**config.mk**
```make
export PLATFORM = sky130hd
export DESIGN_NAME = deserializer_general_config
export DESIGN_NICKNAME = d
export VERILOG_FILES = /design/src/hdl/gencfg_pkg.sv /design/src/hdl/sync_filter_if.sv /design/src/hdl/sync_glitch_filter.sv /design/src/hdl/deserializer_general_config.sv
export SDC_FILE = /design/constraint.sdc
export NUM_CORES = 1
export LEC_CHECK = 0
export BUFFER_PORTS_ARGS = -buffer_cell sky130_fd_sc_hd__buf_2
export CORE_ASPECT_RATIO = 1.75
export CORE_MARGIN = 5
export CORE_UTILIZATION = 48
export DETAILED_ROUTE_END_ITERATION = 16
export PLACE_DENSITY = 0.77
export SKIP_CTS_REPAIR_TIMING = 1
export SLEW_MARGIN = 20
export SYNTH_ARGS = -nofsm -noshare
export SYNTH_HDL_FRONTEND = slang
export SYNTH_SLANG_ARGS = --single-unit
```
**constraint.sdc**
```tcl
create_clock -name ref_clk_i -period 2 [get_ports ref_clk_i]
set_input_delay 0.1 -clock ref_clk_i [delete_from_list [all_inputs] [get_ports ref_clk_i]]
set_output_delay 0.1 -clock ref_clk_i [all_outputs]
set_load 0.02 [all_outputs]
```
**src/hdl/gencfg_pkg.sv**
```systemverilog
// constants for the deserializer general configuration block
// assumes one pixel clock domain and a byte-wide internal register port
package gencfg_pkg;

   // register offsets on the internal register port
   localparam logic [7:0] RESET_CTRL_ADDR = 8'h01;
   localparam logic [7:0] OUTPUT_AND_CLOCK_CONFIG_ADDR = 8'h02;
   localparam logic [7:0] LINK_AND_INPUT_CONFIG_ADDR = 8'h03;

   // values after reset
   localparam logic [7:0] RESET_CTRL_RESET = 8'h04;
   localparam logic [7:0] OUTPUT_AND_CLOCK_CONFIG_RESET = 8'h80;
   localparam logic [7:0] LINK_AND_INPUT_CONFIG_RESET = 8'hf0;

   // reset control fields
   localparam int LOGIC_RESET_KEEP_REGS_BIT = 0;
   localparam int FULL_LOGIC_RESET_BIT = 1;
   localparam logic [7:0] RESET_CTRL_SC_MASK = 8'h03;

   // output_and_clock_config fields
   localparam int OUT_DRIVE_EN_BIT = 7;
   localparam int OUT_OVERRIDE_BIT = 6;
   localparam int LOCKLOSS_CLOCK_SUBSTITUTE_BIT = 5;
   localparam int IDLE_STATE_SHORT_BIT = 4;

   // link_and_input_config fields
   localparam int RETURN_LINK_CHECK_GEN_BIT = 6;
   localparam int UNDRIVEN_PULL_POLARITY_BIT = 5;
   localparam int SYNC_FILTER_EN_BIT = 4;
   localparam int I2C_FORWARD_EN_BIT = 3;
   localparam int I2C_AUTO_ACK_BIT = 2;
   localparam int PIXEL_GATING_BY_ACTIVE_FLAG_BIT = 1;

   // defaults applied while the override is off
   localparam logic OUT_DRIVE_EN_DEFAULT = 1'b1;
   localparam logic IDLE_STATE_SHORT_DEFAULT = 1'b1;

   // glitch filter lengths in pixel clock cycles
   localparam logic [1:0] FILTER_CYCLES_ONE_LANE = 2'h2;
   localparam logic [2:0] FILTER_CYCLES_TWO_LANE = 3'h4;

   // substitute clock: half period is 2**(sel+1) cycles
   localparam int OSC_DIV_W = 5;

endpackage : gencfg_pkg

```
**src/hdl/sync_filter_if.sv**
```systemverilog
// carries the sync/active flags between the config block and its glitch filter
// assumes both ends run on the same pixel clock
`timescale 1ns/1ps
`default_nettype none
interface sync_filter_if;
   logic enable;
   logic dual_lane;
   logic clear;
   logic [2:0] raw;
   logic [2:0] clean;

   modport ctrl (output enable, output dual_lane, output clear, output raw, input clean);
   modport filt (input enable, input dual_lane, input clear, input raw, output clean);
endinterface : sync_filter_if
`default_nettype wire

```
**src/hdl/sync_glitch_filter.sv**
```systemverilog
// glitch filter for the active, horizontal and vertical sync flags
// assumes flags arrive already on the pixel clock
`timescale 1ns/1ps
`default_nettype none
module sync_glitch_filter
(
   input wire logic ref_clk_i,
   input wire logic rst_n_i,
   sync_filter_if.filt f
);

   logic [2:0] len;

   // needed stability length follows lane mode
   assign len = f.dual_lane ? gencfg_pkg::FILTER_CYCLES_TWO_LANE
                            : {1'b0, gencfg_pkg::FILTER_CYCLES_ONE_LANE};

   ///////////////////////////////////////////////////////////////////////
   genvar g;
   generate
      for (g = 0; g < 3; g = g + 1)
      begin : g_flag
         logic [2:0] cnt_q;
         logic out_q;

         // with the filter enabled a new level is taken only once it has stood len cycles; disabled, it is taken on the next edge
         always_ff @(posedge ref_clk_i or negedge rst_n_i)
         begin
            if (!rst_n_i)
            begin
               cnt_q <= 3'h0;
               out_q <= 1'b0;
            end
            else if (f.clear)
            begin
               cnt_q <= 3'h0;
               out_q <= 1'b0;
            end
            else if (!f.enable)
            begin
               cnt_q <= 3'h0;
               out_q <= f.raw[g];
            end
            else if (f.raw[g] == out_q)
               cnt_q <= 3'h0; // short pulse discarded
            // at-or-above so a lane change mid-count cannot strand the counter
            else if (cnt_q >= len - 3'h1)
            begin
               cnt_q <= 3'h0;
               out_q <= f.raw[g];
            end
            else
               cnt_q <= cnt_q + 3'h1;
         end
         assign f.clean[g] = out_q;
      end
   endgenerate

endmodule : sync_glitch_filter
`default_nettype wire

```
**src/hdl/deserializer_general_config.sv**
```systemverilog
// general configuration registers and the output control they steer
// assumes a byte register port fed by the I2C slave / remote control path,
// all link-side inputs on ref_clk_i except the lock pin
`timescale 1ns/1ps
`default_nettype none

module deserializer_general_config
#(
   parameter int PIXEL_W = 24
)
(
   input wire logic ref_clk_i,
   input wire logic rst_n_i,
   // internal register port
   input wire logic [7:0] reg_addr_i,
   input wire logic [7:0] reg_wdata_i,
   input wire logic reg_wr_i,
   input wire logic reg_rd_i,
   output logic [7:0] reg_rdata_o,
   // link state
   input wire logic lock_pin_i,
   input wire logic dual_lane_i,
   input wire logic protected_ser_i,
   input wire logic [1:0] osc_freq_sel_i,
   // recovered video
   input wire logic [PIXEL_W-1:0] pixel_i,
   input wire logic active_i,
   input wire logic hsync_i,
   input wire logic vsync_i,
   // video outputs
   output logic [PIXEL_W-1:0] pixel_o,
   output logic active_o,
   output logic hsync_o,
   output logic vsync_o,
   output logic out_oe_n_o,
   output logic pclk_o,
   // static controls
   output logic return_link_check_gen_o,
   output logic undriven_pull_polarity_o,
   // I2C path
   input wire logic i2c_addr_match_i,
   input wire logic i2c_write_i,
   output logic i2c_forward_o,
   output logic i2c_auto_ack_o
);

   ///////////////////////////////////////////////////////////////////////
   logic [7:0] reset_ctrl_q;
   logic [7:0] out_cfg_q;
   logic [7:0] link_cfg_q;
   logic lock_meta_q;
   logic lock_q;
   logic full_rst_q;
   logic logic_rst_q;
   logic eff_drive_en;
   logic eff_idle_state;
   logic gate_en;
   logic [gencfg_pkg::OSC_DIV_W-1:0] osc_cnt_q;
   logic [gencfg_pkg::OSC_DIV_W-1:0] osc_half;
   logic [7:0] rdata_d;

   sync_filter_if flt ();

   ///////////////////////////////////////////////////////////////////////
   // lock comes from the clock recovery pin through a two-flop synchronizer
   always_ff @(posedge ref_clk_i or negedge rst_n_i)
   begin
      if (!rst_n_i)
      begin
         lock_meta_q <= 1'b0;
         lock_q <= 1'b0;
      end
      else
      begin
         lock_meta_q <= lock_pin_i;
         lock_q <= lock_meta_q;
      end
   end

   ///////////////////////////////////////////////////////////////////////
   // self-clearing reset requests; held one cycle so the write is visible
   always_ff @(posedge ref_clk_i or negedge rst_n_i)
   begin
      if (!rst_n_i)
         reset_ctrl_q <= gencfg_pkg::RESET_CTRL_RESET;
      else if (full_rst_q)
         reset_ctrl_q <= gencfg_pkg::RESET_CTRL_RESET;
      else if (reg_wr_i && reg_addr_i == gencfg_pkg::RESET_CTRL_ADDR)
         reset_ctrl_q <= reg_wdata_i;
      else
         reset_ctrl_q <= reset_ctrl_q & ~gencfg_pkg::RESET_CTRL_SC_MASK;
   end

   // pulses that reset the datapath one cycle after the request lands
   always_ff @(posedge ref_clk_i or negedge rst_n_i)
   begin
      if (!rst_n_i)
      begin
         full_rst_q <= 1'b0;
         logic_rst_q <= 1'b0;
      end
      else
      begin
         full_rst_q <= reset_ctrl_q[gencfg_pkg::FULL_LOGIC_RESET_BIT];
         logic_rst_q <= reset_ctrl_q[gencfg_pkg::FULL_LOGIC_RESET_BIT]
                        | reset_ctrl_q[gencfg_pkg::LOGIC_RESET_KEEP_REGS_BIT];
      end
   end

   ///////////////////////////////////////////////////////////////////////
   // configuration storage; reserved bits kept as written
   always_ff @(posedge ref_clk_i or negedge rst_n_i)
   begin
      if (!rst_n_i)
         out_cfg_q <= gencfg_pkg::OUTPUT_AND_CLOCK_CONFIG_RESET;
      else if (full_rst_q)
         out_cfg_q <= gencfg_pkg::OUTPUT_AND_CLOCK_CONFIG_RESET;
      else if (reg_wr_i && reg_addr_i == gencfg_pkg::OUTPUT_AND_CLOCK_CONFIG_ADDR)
         out_cfg_q <= reg_wdata_i;
   end

   always_ff @(posedge ref_clk_i or negedge rst_n_i)
   begin
      if (!rst_n_i)
         link_cfg_q <= gencfg_pkg::LINK_AND_INPUT_CONFIG_RESET;
      else if (full_rst_q)
         link_cfg_q <= gencfg_pkg::LINK_AND_INPUT_CONFIG_RESET;
      else if (reg_wr_i && reg_addr_i == gencfg_pkg::LINK_AND_INPUT_CONFIG_ADDR)
         link_cfg_q <= reg_wdata_i;
   end

   // read mux; unmapped offsets read zero
   always_comb
   begin
      rdata_d = 8'h00;
      unique case (reg_addr_i)
         gencfg_pkg::RESET_CTRL_ADDR: rdata_d = reset_ctrl_q;
         gencfg_pkg::OUTPUT_AND_CLOCK_CONFIG_ADDR: rdata_d = out_cfg_q;
         gencfg_pkg::LINK_AND_INPUT_CONFIG_ADDR: rdata_d = link_cfg_q;
         default: rdata_d = 8'h00;
      endcase
   end

   always_ff @(posedge ref_clk_i or negedge rst_n_i)
   begin
      if (!rst_n_i)
         reg_rdata_o <= 8'h00;
      else if (reg_rd_i)
         reg_rdata_o <= rdata_d;
   end

   ///////////////////////////////////////////////////////////////////////
   // effective drive enable and idle state; defaults unless overridden
   assign eff_drive_en = out_cfg_q[gencfg_pkg::OUT_OVERRIDE_BIT]
                         ? out_cfg_q[gencfg_pkg::OUT_DRIVE_EN_BIT]
                         : gencfg_pkg::OUT_DRIVE_EN_DEFAULT;
   assign eff_idle_state = out_cfg_q[gencfg_pkg::OUT_OVERRIDE_BIT]
                           ? out_cfg_q[gencfg_pkg::IDLE_STATE_SHORT_BIT]
                           : gencfg_pkg::IDLE_STATE_SHORT_DEFAULT;

   // a protected serializer forces gating, audio packets need it otherwise
   assign gate_en = protected_ser_i
                    | link_cfg_q[gencfg_pkg::PIXEL_GATING_BY_ACTIVE_FLAG_BIT];

   ///////////////////////////////////////////////////////////////////////
   // sync/active glitch filtering
   assign flt.enable = link_cfg_q[gencfg_pkg::SYNC_FILTER_EN_BIT];
   assign flt.dual_lane = dual_lane_i;
   assign flt.clear = logic_rst_q;
   assign flt.raw = {vsync_i, hsync_i, active_i};

   sync_glitch_filter u_filter
   (
      .ref_clk_i(ref_clk_i),
      .rst_n_i(rst_n_i),
      .f(flt)
   );

   ///////////////////////////////////////////////////////////////////////
   // video outputs: locked passes data, unlocked shows the idle state;
   // idle state 1 holds outputs low, 0 releases them, drive off floats them
   always_ff @(posedge ref_clk_i or negedge rst_n_i)
   begin
      if (!rst_n_i)
      begin
         pixel_o <= '0;
         active_o <= 1'b0;
         hsync_o <= 1'b0;
         vsync_o <= 1'b0;
         out_oe_n_o <= 1'b1;
      end
      else if (logic_rst_q)
      begin
         pixel_o <= '0;
         active_o <= 1'b0;
         hsync_o <= 1'b0;
         vsync_o <= 1'b0;
         out_oe_n_o <= 1'b1;
      end
      else if (lock_q)
      begin
         pixel_o <= (gate_en && !flt.clean[0]) ? '0 : pixel_i;
         active_o <= flt.clean[0];
         hsync_o <= flt.clean[1];
         vsync_o <= flt.clean[2];
         out_oe_n_o <= ~eff_drive_en;
      end
      else
      begin
         pixel_o <= '0;
         active_o <= 1'b0;
         hsync_o <= 1'b0;
         vsync_o <= 1'b0;
         out_oe_n_o <= ~(eff_drive_en & eff_idle_state);
      end
   end

   ///////////////////////////////////////////////////////////////////////
   // pixel clock: follows data when locked, substitute oscillator when not;
   // the substitute is a divided ref_clk since no free oscillator is modelled
   // shift amount widened first: a 2-bit sum would wrap to zero for select 3
   assign osc_half = gencfg_pkg::OSC_DIV_W'(1) << ({1'b0, osc_freq_sel_i} + 3'h1);

   always_ff @(posedge ref_clk_i or negedge rst_n_i)
   begin
      if (!rst_n_i)
      begin
         osc_cnt_q <= '0;
         pclk_o <= 1'b0;
      end
      else if (logic_rst_q)
      begin
         osc_cnt_q <= '0;
         pclk_o <= 1'b0;
      end
      else if (lock_q)
      begin
         osc_cnt_q <= '0;
         pclk_o <= ~pclk_o;
      end
      else if (out_cfg_q[gencfg_pkg::LOCKLOSS_CLOCK_SUBSTITUTE_BIT])
      begin
         if (osc_cnt_q >= osc_half - gencfg_pkg::OSC_DIV_W'(1))
         begin
            osc_cnt_q <= '0;
            pclk_o <= ~pclk_o;
         end
         else
            osc_cnt_q <= osc_cnt_q + gencfg_pkg::OSC_DIV_W'(1);
      end
      else
      begin
         osc_cnt_q <= '0;
         pclk_o <= 1'b0;
      end
   end

   ///////////////////////////////////////////////////////////////////////
   // static controls registered so the pins see clean levels
   always_ff @(posedge ref_clk_i or negedge rst_n_i)
   begin
      if (!rst_n_i)
      begin
         return_link_check_gen_o <= gencfg_pkg::LINK_AND_INPUT_CONFIG_RESET[
            gencfg_pkg::RETURN_LINK_CHECK_GEN_BIT];
         undriven_pull_polarity_o <= gencfg_pkg::LINK_AND_INPUT_CONFIG_RESET[
            gencfg_pkg::UNDRIVEN_PULL_POLARITY_BIT];
      end
      else
      begin
         return_link_check_gen_o <= link_cfg_q[gencfg_pkg::RETURN_LINK_CHECK_GEN_BIT];
         undriven_pull_polarity_o <= link_cfg_q[gencfg_pkg::UNDRIVEN_PULL_POLARITY_BIT];
      end
   end

   // I2C forward and local acknowledge decisions
   always_ff @(posedge ref_clk_i or negedge rst_n_i)
   begin
      if (!rst_n_i)
      begin
         i2c_forward_o <= 1'b0;
         i2c_auto_ack_o <= 1'b0;
      end
      else if (logic_rst_q)
      begin
         i2c_forward_o <= 1'b0;
         i2c_auto_ack_o <= 1'b0;
      end
      else
      begin
         i2c_forward_o <= i2c_addr_match_i & link_cfg_q[gencfg_pkg::I2C_FORWARD_EN_BIT];
         i2c_auto_ack_o <= i2c_write_i & link_cfg_q[gencfg_pkg::I2C_AUTO_ACK_BIT];
      end
   end

endmodule : deserializer_general_config
`default_nettype wire

```
==> summary.md <==
| Metric | Value |
|---|---|
| Status | finished clean |
| Top FF cell, synth | dfrtp_1 |
| MaxCap Viol Count | 0 |
| Htree depth | 3 |
| Min Clock Period, post-route | 1.77 ns |
| Leakage | 2.45 nW |
| Post-route DRC violation count | 0 |
| Overflow after GRT | 0 |
| PwrDens | 932 nW/um2 |
| Slew headroom | 0.409 |
| WP data arrival | 1.99 ns |
| Slew @ Worst Pin | 0.886 ns |
| Adder-Cell Fraction of Synth Area | 0.0412 |
| Hold Startpoint | reg_wdata_i[0] |
| Largest net degree at the start of global routing | 41 |
| Routed WL | 8.03 mm |
| DR iter-0 viols | 145 |
| GRT Util Overall | 0.172 |
| Startpoint Class | flip-flop |
| Avg Inst Size Synth | 11.8 um2 |
| Reg clk slew, reported paths | 0.06 ns |
| Antenna Nets Post-Route | 0 |
| GPL Wtd Cong | 0.805 |
| Core area | 7510 um2 |
| Final Non-Filler Cells | 529 |
| Layout Nets | 502 |
| Maximum VDD drop | 0.628 mV |
| Synthesis Warnings | 0 |
| Post-synthesis simple-gate area fraction | 0.180 |
| Vias in the first global route | 2,636 |
| Total die area | 9500 um2 |
| Final Skew | 0.00645 ns |
| Antenna cells | 0 |
| Sequential fraction of the synthesis area | 0.594 |
| Antenna violations before repair | 0 |
| Endpoints failing hold | 0 |
| Critical path required time | 2.21 ns |
| Drt via density | 5.12 |
| Yosys reg bits | 86 |
| Sw power | 1.21 mW |
| HPWL after detailed placement | 5.59 mm |
| Area grow syn2layout | 30.5% |
| Initial Util | 0.485 |
| Root Buffer | clkbuf_16 |
| Period utilisation layout | 0.886 |
| Portion of netlist area occupied by mux cells | 0.0557 |
| Hold crit path type | primary input to flip-flop |
| Clock latency on the worst-skew pair | 0.33 ns |
| Sw Share | 0.272 |
| Setup TNS | 0 ns |
| Logic pwr share | 0.188 |
| CTS tree | yes |
| Layout cells sized above 1 | 0.315 |
| Critical Path Sink Type | flip-flop |
| RSZ-0062 raised after global routing | no |
| CTS max path bufs | 2 |
| Clk pwr share | 0.341 |
| Placed cells | 486 |
| Commonest non-fill, non-tap cells in the layout | buf_2 (93), dfrtp_1 (77), and2_1 (35) |
| TritonCTS Sinks | 86 |
| Finish-stage setup viols | 0 |
| Part of the power in registers | 0.471 |
| Compound-Gate Fraction of Synth Area | 0.0783 |
| Final Max Slew Viols | 0 |
| Via count | 2,710 |
| WS Path Type | flip-flop to flip-flop |
| Port Buf Inserts | 94 |
| I/O pin cnt | 95 |
| Router iterations before antenna repair | 4 |
| First-pass GRT wire length | 12.4 mm |
| CP max FO | 6 |
| Number of flops mapped to enable cells by yosys | 0 |
| Crit path launch | osc_cnt_q[2]$_DFF_PN0_ |
| Placed Area | 4210 um2 |
| Synth unique cells | 44 |
| Largest family of logic cells by synthesized area | simple AND/OR/NAND/NOR gates |
| FF-to-FF Start | osc_cnt_q[2]$_DFF_PN0_ |
| DR WL/cell | 15.2 um |
| Die outline height | 125 um |
| Most common cell after layout, fill and taps aside | buf_2 |
| Cts bufs inserted | 9 |
| FFs w/ async S/R, synth | 1.00 |
| Core Util, Final | 0.633 |
| Post-Synth XOR/XNOR Area | 0.0144 |
| Internal power | 3.23 mW |
| Post-route cell area | 4750 um2 |
| Mapped Cells | 309 |
| Synthesized area | 3640 um2 |
| Die W | 75.9 um |
| Max Clk Rate | 565 MHz |
| Hold slack | 0.0125 ns |
| FP Rows | 42 |
-- worst max-delay path, cell delays in order, from the launching register on --
cell and delay [ns]:
dfrtp_1 0.42, ha_1 0.31, a21o_1 0.16, a31oi_1 0.18
o211ai_1 0.25, a211o_1 0.33
-- kinds of logic after synthesis --
family / Yosys count
AO/OA/AOI/OAI: 42
buffers and inverters: 28
adder cells (fa/ha/maj): 12
multiplexers: 19
other: 1
XOR/XNOR: 6
flip-flops: 86
AND/OR/NAND/NOR: 115
-- registers in the layout, indices dropped and copies added, names as in the netlist, 3 cells and up --
signal,flops
pixel_o,24
u_filter.g_flag.cnt_q,9
link_cfg_q,8
out_cfg_q,8
reg_rdata_o,8
reset_ctrl_q,8
osc_cnt_q,5
u_filter.g_flag.out_q,3
-- power groups by stage --
stage / Combinational (mW) / Sequential [mW] / Clock, mW
final: 0.832 / 2.09 / 1.51
after CTS: 0.803 / 2.09 / 1.55
after detailed placement: 0.799 / 2.12 / 0
after floorplan: 0.407 / 2.20 / 0
after global placement: 0.768 / 2.10 / 0
after global routing: 0.926 / 2.12 / 1.63
-- layer usage --
layer  track usage  up-vias  routed length [um]
met5             0        -                   0
met4        0.0700        0                 153
met3        0.0554       10                 528
met2         0.277       89                4300
met1         0.208     1308                3050
li1              -     1303                   -
-- path summary, 6_finish.rpt --
kind                                                        endpoint  slack, ns  cells after the start
min in group asynchronous                reset_ctrl_q[7]$_DFFE_PN0P_       0.28                      2
worst min-delay path                       reset_ctrl_q[0]$_DFF_PN0_       0.01                      2
worst min register to register                      lock_q$_DFF_PN0_       0.35                      0
worst max-delay path                              pclk_o$_DFFE_PN0P_       0.23                      5
worst max register to register                    pclk_o$_DFFE_PN0P_       0.23                      5
max in group asynchronous       u_filter.g_flag[2].out_q$_DFFE_PN0P_       1.06                      3
-- layout make-up --
| cell class | count | area (um2) |
|---|---|---|
| Clock buffer | 13 | 250 |
| Clock inverter | 3 | 20.0 |
| Fill cell | 603 | 2760 |
| Inverter | 14 | 52.6 |
| Multi-Input combinational cell | 196 | 1350 |
| Sequential cell | 86 | 2160 |
| Tap cell | 88 | 110 |
| Timing Repair Buffer | 129 | 803 |
-- cells in the mapped netlist (2+ instances only) --
library cell | number | area (um2)
and3b_1 | 2 | 17.5
and3_1 | 2 | 12.5
a211oi_1 | 3 | 22.5
nor2_1 | 23 | 86.3
nand2_1 | 7 | 26.3
nor2b_1 | 7 | 43.8
inv_1 | 14 | 52.6
o21ai_2 | 4 | 35.0
nand3_1 | 3 | 15.0
buf_6 | 2 | 22.5
clkbuf_1 | 7 | 26.3
mux2i_1 | 9 | 90.1
ha_1 | 12 | 150
o22ai_1 | 8 | 50.1
dfstp_2 | 9 | 236
buf_4 | 2 | 15.0
a21oi_1 | 6 | 30.0
a211o_1 | 2 | 17.5
xnor2_1 | 3 | 26.3
o21ai_0 | 5 | 25.0
mux2_2 | 10 | 113
nor3_1 | 9 | 45.0
nand2b_1 | 12 | 75.1
a22oi_1 | 8 | 60.1
a21o_1 | 2 | 15.0
nand3b_1 | 7 | 52.6
and2_1 | 35 | 219
xor2_1 | 3 | 26.3
dfrtp_1 | 77 | 1930
buf_1 | 2 | 7.51
-- per-stage QoR --
step	power, mW	setup WS [ns]
floorplan	2.61	0.411
global placement	2.87	0.217
detailed placement	2.92	0.181
CTS	4.44	0.224
global route	4.67	0.101
finish	4.43	0.229
(Power assumes the default switching activity.)
